## src/rtl/srg_pkg.sv

```systemverilog
// Package for the protected range guard: register offset, field layout, reset values.
// Assumes a message-port style register access with word addresses and 32-bit data.
package srg_pkg;
   // Register index on the message port
   localparam logic [7:0]  SRG_CTRL_OFFSET   = 8'h04;
   // Field positions
   localparam int          SRG_TOP_MSB       = 31;
   localparam int          SRG_TOP_LSB       = 20;
   localparam int          SRG_BOT_MSB       = 15;
   localparam int          SRG_BOT_LSB       = 4;
   localparam int          SRG_OA_WR_BIT     = 18;
   localparam int          SRG_OA_RD_BIT     = 17;
   localparam int          SRG_OM_WR_BIT     = 2;
   localparam int          SRG_OM_RD_BIT     = 1;
   localparam int          SRG_FREEZE_BIT    = 0;
   // Reset values
   localparam logic [11:0] SRG_TOP_RST       = 12'h000;
   localparam logic [11:0] SRG_BOT_RST       = 12'h000;
   localparam logic        SRG_OPEN_RST      = 1'h1;
   localparam logic        SRG_FREEZE_RST    = 1'h0;
   // Writable bits; spare bits 19, 16 and 3 are absent
   localparam logic [31:0] SRG_WR_MASK       = 32'hFFF6FFF7;
   // Cycles from access request to decision
   localparam int          SRG_DECIDE_CYCLES = 1;
endpackage

```

## src/rtl/srg_cfg_if.sv

```systemverilog
// Interface carrying the configuration fields from the register to the checker.
// Assumes one clock domain; fields are registered values.
interface srg_cfg_if;
   logic [11:0] top_bound;
   logic [11:0] bottom_bound;
   logic        outside_mode_write_open;
   logic        outside_mode_read_open;
   logic        other_agent_write_open;
   logic        other_agent_read_open;
   modport src (output top_bound, bottom_bound, outside_mode_write_open, outside_mode_read_open,
                other_agent_write_open, other_agent_read_open);
   modport dst (input top_bound, bottom_bound, outside_mode_write_open, outside_mode_read_open,
                other_agent_write_open, other_agent_read_open);
endinterface

```

## src/rtl/srg_access_check.sv

```systemverilog
// Access checker: decides whether one memory access may proceed.
// Assumes request fields are stable while acc_valid is high; answer a cycle later.
module srg_access_check
   import srg_pkg::*;
(
   // Clock and reset
   input  wire logic        ref_clk,
   input  wire logic        rst_n,
   // Configuration
   srg_cfg_if.dst           cfg,
   // Access request
   input  wire logic        acc_valid,
   input  wire logic [31:0] acc_addr,
   input  wire logic        acc_write,
   input  wire logic        acc_host,
   input  wire logic        acc_smm,
   // Decision
   output logic             dec_valid_r,
   output logic             dec_allow_r,
   output logic             dec_in_range_r
);
   // Inclusive compare on 1MB granules; low 20 bits never matter
   function automatic logic in_range(input logic [31:0] a, input logic [11:0] lo, input logic [11:0] hi);
      return (a[31:20] >= lo) && (a[31:20] <= hi);
   endfunction

   logic hit;
   logic open_ok;
   logic allow_nxt;

   // Open bits chosen by requester class and direction
   always_comb begin
      hit = in_range(acc_addr, cfg.bottom_bound, cfg.top_bound);
      if (acc_host) begin
         open_ok = acc_write ? cfg.outside_mode_write_open : cfg.outside_mode_read_open;
      end else begin
         open_ok = acc_write ? cfg.other_agent_write_open : cfg.other_agent_read_open;
      end
      allow_nxt = !hit || (acc_host && acc_smm) || open_ok;
   end

   // Registered decision
   always_ff @(posedge ref_clk or negedge rst_n) begin
      if (!rst_n) begin
         dec_valid_r    <= 1'b0;
         dec_allow_r    <= 1'b0;
         dec_in_range_r <= 1'b0;
      end else begin
         dec_valid_r    <= acc_valid;
         dec_allow_r    <= acc_valid && allow_nxt;
         dec_in_range_r <= acc_valid && hit;
      end
   end
endmodule

```

## src/rtl/srg_range_guard.sv

```systemverilog
// Top of the protected memory range guard: control register plus access checker.
// Assumes a single-cycle message-port register access and one access request at a time.
// Overview of operation
// - Bits 31:20 hold the top bound, reset zero, compared with address bits 31:20.
// - Bits 15:4 hold the bottom bound, reset zero, compared with address bits 31:20.
// - Bit 2, reset one, lets the host write the range outside management mode.
// - Bit 1, reset one, lets the host read the range outside management mode.
// - Bit 18, reset one and lockable, lets other agents write the range.
// - Bit 17, reset one and lockable, lets other agents read the range.
// - Bit 0 is a write-once freeze that ignores all later writes until reset.
// - The low twenty address bits count as zero for the bottom bound and as all ones for the top bound.
// - Spare bits 19, 16 and 3 read zero and ignore writes.
module srg_range_guard
   import srg_pkg::*;
(
   // Clock and reset
   input  wire logic        ref_clk,
   input  wire logic        rst_n,
   // Register port
   input  wire logic        reg_wr,
   input  wire logic        reg_rd,
   input  wire logic [7:0]  reg_addr,
   input  wire logic [31:0] reg_wdata,
   output logic [31:0]      reg_rdata_r,
   output logic             reg_ack_r,
   // Access request
   input  wire logic        acc_valid,
   input  wire logic [31:0] acc_addr,
   input  wire logic        acc_write,
   input  wire logic        acc_host,
   input  wire logic        acc_smm,
   // Decision
   output logic             dec_valid_r,
   output logic             dec_allow_r,
   output logic             dec_in_range_r,
   // Status
   output logic             config_frozen
);
   logic [11:0] range_top_bound_r;
   logic [11:0] range_bottom_bound_r;
   logic        other_agent_write_open_r;
   logic        other_agent_read_open_r;
   logic        outside_mode_write_open_r;
   logic        outside_mode_read_open_r;
   logic        config_freeze_bit_r;
   logic        wr_hit;
   logic [31:0] ctrl_value;

   // Index decode shared by the write path, the read path and the checks
   function automatic logic ctrl_sel(input logic [7:0] addr);
      return addr == SRG_CTRL_OFFSET;
   endfunction

   srg_cfg_if cfg_bus ();

   // Write accepted only at our offset and while unfrozen
   assign wr_hit = reg_wr && ctrl_sel(reg_addr) && !config_freeze_bit_r;

   // Assemble the register image; spare bits are constant zero
   always_comb begin
      ctrl_value                             = 32'h00000000;
      ctrl_value[SRG_TOP_MSB:SRG_TOP_LSB]    = range_top_bound_r;
      ctrl_value[SRG_OA_WR_BIT]              = other_agent_write_open_r;
      ctrl_value[SRG_OA_RD_BIT]              = other_agent_read_open_r;
      ctrl_value[SRG_BOT_MSB:SRG_BOT_LSB]    = range_bottom_bound_r;
      ctrl_value[SRG_OM_WR_BIT]              = outside_mode_write_open_r;
      ctrl_value[SRG_OM_RD_BIT]              = outside_mode_read_open_r;
      ctrl_value[SRG_FREEZE_BIT]             = config_freeze_bit_r;
   end

   // Bound fields
   always_ff @(posedge ref_clk or negedge rst_n) begin
      if (!rst_n) begin
         range_top_bound_r    <= SRG_TOP_RST;
         range_bottom_bound_r <= SRG_BOT_RST;
      end else if (wr_hit) begin
         range_top_bound_r    <= reg_wdata[SRG_TOP_MSB:SRG_TOP_LSB];
         range_bottom_bound_r <= reg_wdata[SRG_BOT_MSB:SRG_BOT_LSB];
      end
   end

   // Open bits
   always_ff @(posedge ref_clk or negedge rst_n) begin
      if (!rst_n) begin
         other_agent_write_open_r  <= SRG_OPEN_RST;
         other_agent_read_open_r   <= SRG_OPEN_RST;
         outside_mode_write_open_r <= SRG_OPEN_RST;
         outside_mode_read_open_r  <= SRG_OPEN_RST;
      end else if (wr_hit) begin
         other_agent_write_open_r  <= reg_wdata[SRG_OA_WR_BIT];
         other_agent_read_open_r   <= reg_wdata[SRG_OA_RD_BIT];
         outside_mode_write_open_r <= reg_wdata[SRG_OM_WR_BIT];
         outside_mode_read_open_r  <= reg_wdata[SRG_OM_RD_BIT];
      end
   end

   // Freeze bit: once set only reset clears it
   always_ff @(posedge ref_clk or negedge rst_n) begin
      if (!rst_n) begin
         config_freeze_bit_r <= SRG_FREEZE_RST;
      end else if (wr_hit && reg_wdata[SRG_FREEZE_BIT]) begin
         config_freeze_bit_r <= 1'b1;
      end
   end

   // Register read and acknowledge; unmapped offsets read zero
   always_ff @(posedge ref_clk or negedge rst_n) begin
      if (!rst_n) begin
         reg_rdata_r <= 32'h00000000;
         reg_ack_r   <= 1'b0;
      end else begin
         reg_ack_r <= reg_wr || reg_rd;
         if (reg_rd && ctrl_sel(reg_addr)) begin
            reg_rdata_r <= ctrl_value;
         end else if (reg_rd) begin
            reg_rdata_r <= 32'h00000000;
         end
      end
   end

   assign config_frozen                    = config_freeze_bit_r;
   assign cfg_bus.top_bound                = range_top_bound_r;
   assign cfg_bus.bottom_bound             = range_bottom_bound_r;
   assign cfg_bus.outside_mode_write_open  = outside_mode_write_open_r;
   assign cfg_bus.outside_mode_read_open   = outside_mode_read_open_r;
   assign cfg_bus.other_agent_write_open   = other_agent_write_open_r;
   assign cfg_bus.other_agent_read_open    = other_agent_read_open_r;

   // Access decision, one cycle after the request
   srg_access_check u_check (
      .ref_clk        (ref_clk),
      .rst_n          (rst_n),
      .cfg            (cfg_bus.dst),
      .acc_valid      (acc_valid),
      .acc_addr       (acc_addr),
      .acc_write      (acc_write),
      .acc_host       (acc_host),
      .acc_smm        (acc_smm),
      .dec_valid_r    (dec_valid_r),
      .dec_allow_r    (dec_allow_r),
      .dec_in_range_r (dec_in_range_r)
   );
endmodule

```

## config.mk

```make
export PLATFORM = sky130hd
export DESIGN_NAME = srg_range_guard
export DESIGN_NICKNAME = d
export VERILOG_FILES = /design/src/rtl/srg_pkg.sv /design/src/rtl/srg_cfg_if.sv /design/src/rtl/srg_access_check.sv /design/src/rtl/srg_range_guard.sv
export SDC_FILE = /design/constraint.sdc
export NUM_CORES = 1
export LEC_CHECK = 0
export BUFFER_PORTS_ARGS = -buffer_cell sky130_fd_sc_hd__buf_2
export CORE_ASPECT_RATIO = 0.8
export CORE_MARGIN = 5
export CORE_UTILIZATION = 45
export CTS_CLUSTER_DIAMETER = 50
export DETAILED_ROUTE_END_ITERATION = 10
export GPL_TIMING_DRIVEN = 0
export PLACE_DENSITY = 0.85
export SYNTH_ARGS = -nofsm -noshare
export SYNTH_HDL_FRONTEND = slang
export SYNTH_SLANG_ARGS = --single-unit
```

## constraint.sdc

```tcl
create_clock -name ref_clk -period 2.4 [get_ports ref_clk]
set_clock_uncertainty 0.1 [all_clocks]
set_input_delay 0.48 -clock ref_clk [delete_from_list [all_inputs] [get_ports ref_clk]]
set_output_delay 0.48 -clock ref_clk [all_outputs]
set_load 0.03 [all_outputs]
```

=== Word-level counts from Yosys, hierarchy flattened ===
Cells that the tools add are included.

* Input port bits: 80
* Register bits after elaboration: 65
* Logic and storage cells: 34

* Magnitude comparators: 2
* Reduce and logical (&&, ||, !) cells: 14
* Multiplexer cells: 5
* Eq/ne operators: 1

{| class="wikitable"
|+ Operators by type and width
! cell !! number
|-
| two-way mux 32 bit || 2
|-
| >= comparator 12 bit || 1
|-
| <= comparator 12 bit || 1
|-
| == test 8 x 3 -> 1 bit, second input constant || 1
|-
| logical AND 1 bit || 8
|-
| logical OR 1 bit || 3
|-
| two-way mux 1 bit || 3
|-
| zero test 1 bit || 2
|-
| nonzero test 2 bit || 1
|}

=== Longest topological paths before layout ===
* Word-level depth: 6
* Gate-level depth with buffers: 7

=== Hierarchy ===
Synthesis repeated with hierarchy kept, for this count alone.

* Cells, all modules: 284
* Area total of the unflattened synthesis: 3,169.3 µm²

{| class="wikitable"
|+ By module, submodules not included
! module !! area an instance (µm²) !! sequential area each (µm²) !! instances !! cells each
|-
| srg_range_guard || 2,461.1 || 1,481.4 || 1 || 197
|-
| srg_access_check || 708.2 || 75.1 || 1 || 87
|}

=== Worst setup path after synthesis ===
Ideal clock, no wire load.

* Kind: input -> register
* Start: input port reg_addr[5]
* End: register range_bottom_bound_r[0] (netlist: cfg_bus.bottom_bound[0])
* Path slack: 0.482 ns
* Setup time: 0.127 ns
* Data required time: 2.173 ns
* Arrival time: 1.691 ns
* Stages on the path: 6
* Path through: nor4_1 and4b_1 nand2_2 nor2_8 buf_6 mux2_1

* Longest elaborated chain between the ends: 3

{| class="wikitable"
|+ Ends and longest elaborated chain
! what !! line !! RTL
|-
| from (decl) || srg_range_guard.sv:22 || <nowiki>input wire logic [7:0] reg_addr,</nowiki>
|-
| == test 8 x 3 -> 1 bit || srg_range_guard.sv:51 || <nowiki>return addr == SRG_CTRL_OFFSET;</nowiki>
|-
| logical AND 1 bit (2 in series) || srg_range_guard.sv:57 || <nowiki>assign wr_hit = reg_wr && ctrl_sel(reg_addr) && !config_freeze_bit_r;</nowiki>
|-
| to (signal assigned) || srg_range_guard.sv:78 || <nowiki>range_bottom_bound_r <= reg_wdata[SRG_BOT_MSB:SRG_BOT_LSB];</nowiki>
|-
| to (decl) || srg_range_guard.sv:40 || <nowiki>logic [11:0] range_bottom_bound_r;</nowiki>
|}

Every way passes these cells.
A chain may end at the register's enable or synchronous reset.

=== Worst setup path in the final report ===
* Start: register range_bottom_bound_r[9] (netlist: cfg_bus.bottom_bound[9])
* End: register u_check.dec_allow_r

* Longest elaborated chain between the ends: 6

{| class="wikitable"
|+ Ends and longest elaborated chain
! what !! line !! RTL
|-
| >= comparator 12 bit || srg_access_check.sv:24 || <nowiki>return (a[31:20] >= lo) && (a[31:20] <= hi);</nowiki>
|-
| logical AND 1 bit || srg_access_check.sv:24 ||
|-
| zero test 1 bit || srg_access_check.sv:39 || <nowiki>allow_nxt = !hit || (acc_host && acc_smm) || open_ok;</nowiki>
|-
| logical OR 1 bit (2 in series) || srg_access_check.sv:39 ||
|-
| logical AND 1 bit || srg_access_check.sv:50 || <nowiki>dec_allow_r <= acc_valid && allow_nxt;</nowiki>
|-
| to (signal assigned) || srg_access_check.sv:50 ||
|-
| to (decl) || srg_access_check.sv:19 || <nowiki>output logic dec_allow_r,</nowiki>
|}

Every way passes these cells.

==> flow_summary.yaml <==
timing:
  finalMaxSlewViolations: 0
  worst_pin_slew_ns: 0.7614
  fin_tns_setup_ns: 0
  layout_min_cycle_time_ns: 1.945
  rsz0062_at_grt: "no"
  setup_viol: 0
  max_freq_ghz: 0.5142
  fin_crit_sh: 0.8103
  hold_viol: 0
  slew_headroom: 0.4924
hold_path:
  hold_class: "in2async"
clock_tree:
  cts_tree: "done"
  h-tree-depth: 3
  cts_made_buffers: 9
  path_clk_slew_ns: 0.07
  cts.sinks: 62
  postCtsHoldBufs: 0
  cts_buffer_depth: 2
  postCtsSetupBuffers: 0
  postCtsResizedCells: 0
  clock_latency_ns: 0.33
  root_buffer: "clkbuf_8"
placement:
  gp_congestion: 0.8694
  hpwl_um: 5397
  port_buffers: 90
grt:
  antenna_found_initial: 0
  grtUsageTotal: 0.1746
  overflow: 0
  grt_pass1_wl_um: 11390
  grt_pass1_vias: 2389
  grt_max_degree: 63
critical_path:
  crit_chain: "inv_1 > ha_1 > a21o_1 > a21o_1 > a221o_1 > a31oi_1 > o31a_1"
  cp_num_cells: 7
  cp_max_fo: 3
  critical_path.max_stage_delay_ns: 0.37
  rr_endpoint: "u_check.dec_allow_r"
  ff2ff_path_depth: 7
  crit_path_start: "cfg_bus.bottom_bound[9]"
  crit_slowest_cell: "dfrtp_1"
  endpoint: "u_check.dec_allow_r"
  r2r_start: "cfg_bus.bottom_bound[9]"
  start_kind: "register"
  crit_arrival_ns: 2.12
  worst-path-buf-inv: 1
  critical_path.top_delay_family: "compound AO/OA/AOI/OAI gates"
  r2r_slack_ns: 0.46
  path_class: "reg2reg"
  endpoint_kind: "register"
  cp.required_ns: 2.58
  crit_top_cell: "a21o_1"
power:
  combPwrFrac: 0.102
  clkPwrFrac: 0.394
  p_switching_w: 0.0005245
  power_density_nw_per_um2: 573.6
  seqPwrFrac: 0.504
  leakagePower_nw: 1.914
  p_int_w: 0.001652
  p_sw_frac: 0.2410
  ir_worst_vdd_mv: 0.3421
detailed_routing:
  wl_um: 6867
  drc_errors: 0
  ant_nets: 0
  routedWlPerCell_um: 14.52
  via_count: 2292
  viasPerCell: 4.846
  drtIter0Drc: 47
  first_pass_iters: 4
logic_synthesis:
  yosys_warnings: 0
  yosysUniqueCellTypes: 42
  synth-simple-area-share: 0.08255
  synthArstFlopShare: 1.000
  syn_inst: 281
  synth-compound-area-share: 0.1014
  postSynthAreaPerCell_um2: 10.84
  netlist_area_um2: 3047
  synthFlopType: "dfrtp_1"
  yosys_register_bits: 62
  synth_edf_count: 0
  synth_xor_area_frac: 0
  synth-adder-area-share: 0.09856
  synth_top_family_by_area: "multiplexers"
  synthMuxAreaShare: 0.1158
  ys_seq_area_frac: 0.5109
finish:
  antenna_cells: 0
  layout_common_cells: "buf_2, dfrtp_1, inv_1"
  drive_gt1_frac: 0.3548
  utilization: 0.5860
  fill_cells: 575
  syn2layout_area_growth_pct: 24.52
  final_nets: 488
  largest_reg_flops: 29
  final_common_cell: "buf_2"
  top_register: "reg_rdata_r"
run_status:
  outcome: "complete, no violations"
die:
  core-area_um2: 6474
  die_area_um2: 8526
  fp.dieW_um: 102.0
  die_h_um: 83.60
  core.rowCount: 26
  io_pins: 117
  start_util: 0.4706
job:
  cap_violations: 0
## power by group through the flow
| stage | Sequential (W) | Combinational, W | Clock, W |
|---|---|---|---|
| floorplan | 0.00112 | 0.000109 | 0 |
| global placement | 0.00111 | 0.000214 | 0 |
| detailed placement | 0.00112 | 0.000224 | 0 |
| CTS | 0.00110 | 0.000225 | 0.000885 |
| global route | 0.00110 | 0.000252 | 0.000931 |
| finish | 0.00110 | 0.000222 | 0.000858 |
## cell type report
class	instances	area (µm²)	share of cell area
Buffer	11	77.57	0.02045
Inverter	52	195.2	0.05145
Sequential cell	62	1556	0.4103
Clock buffer	11	131.4	0.03463
Timing Repair Buffer	90	452.9	0.1194
Tap cell	84	105.1	0.02770
Clock inverter	5	50.05	0.01319
Multi-Input combinational cell	158	1225	0.3229
## logic make-up after synthesis
kind of cell	count (synthesis)
muxes	28
other	1
DFF	62
buffers and inverters	63
adders and majority gates	24
AOI/OAI and AO/OA	53
and+or+nand+nor	50
## worst min path at each step
stage | start | endpoint | slack [ns] | depth (start not counted)
after floorplan | rst_n | cfg_bus.bottom_bound[0] | 0.08 | 0
final | rst_n | reg_rdata_r[30] | 0.12 | 1
after CTS | acc_valid | u_check.dec_valid_r | 0.15 | 1
after global placement | cfg_bus.top_bound[2] | reg_rdata_r[22] | 0.39 | 2
after detailed placement | cfg_bus.bottom_bound[3] | reg_rdata_r[7] | 0.40 | 2
after global routing | acc_valid | u_check.dec_valid_r | 0.15 | 1
## through the flow
| stage | power, W | setup slack, ns | area [µm²] | hold WS, ns | cells |
|---|---|---|---|---|---|
| 6_report | 0.002176 | 0.4552 | 3794 | 0.1203 | 473 |
| 3_3_place_gp | 0.001328 | 0.2039 | 3610 | 0.3909 | 457 |
| 3_5_place_dp | 0.001340 | 0.1974 | 3610 | 0.3998 | 457 |
| 5_1_grt | 0.002283 | 0.2773 | 3794 | 0.1508 | 473 |
| 2_1_floorplan | 0.001228 | 0.4817 | 3054 | 0.08441 | 283 |
| 4_1_cts | 0.002207 | 0.4486 | 3791 | 0.1537 | 473 |
## per-layer routing
metal  global-route usage  part of all wire
met5                    0                 0
met4              0.06675             0.021
met2               0.2608              0.45
met3              0.07018             0.091
met1               0.2262              0.44
## synth_stat cells, types with 2 or more instances
| cell | instances | area share |
|---|---|---|
| nand4_1 | 3 | 0.0062 |
| ha_1 | 24 | 0.099 |
| a21oi_1 | 7 | 0.011 |
| buf_4 | 4 | 0.0099 |
| inv_1 | 52 | 0.064 |
| buf_2 | 2 | 0.0033 |
| mux2_4 | 10 | 0.049 |
| a211oi_1 | 2 | 0.0049 |
| dfstp_2 | 4 | 0.034 |
| a21o_1 | 3 | 0.0074 |
| dfrtp_1 | 58 | 0.48 |
| nand2_1 | 31 | 0.038 |
| clkbuf_1 | 2 | 0.0025 |
| nand2b_1 | 2 | 0.0041 |
| mux2_2 | 8 | 0.030 |
| mux2_1 | 10 | 0.037 |
| nor2b_1 | 3 | 0.0062 |
| a31oi_1 | 2 | 0.0041 |
| o21ai_0 | 31 | 0.051 |
No activity file was read; power rests on OpenSTA's default activity.
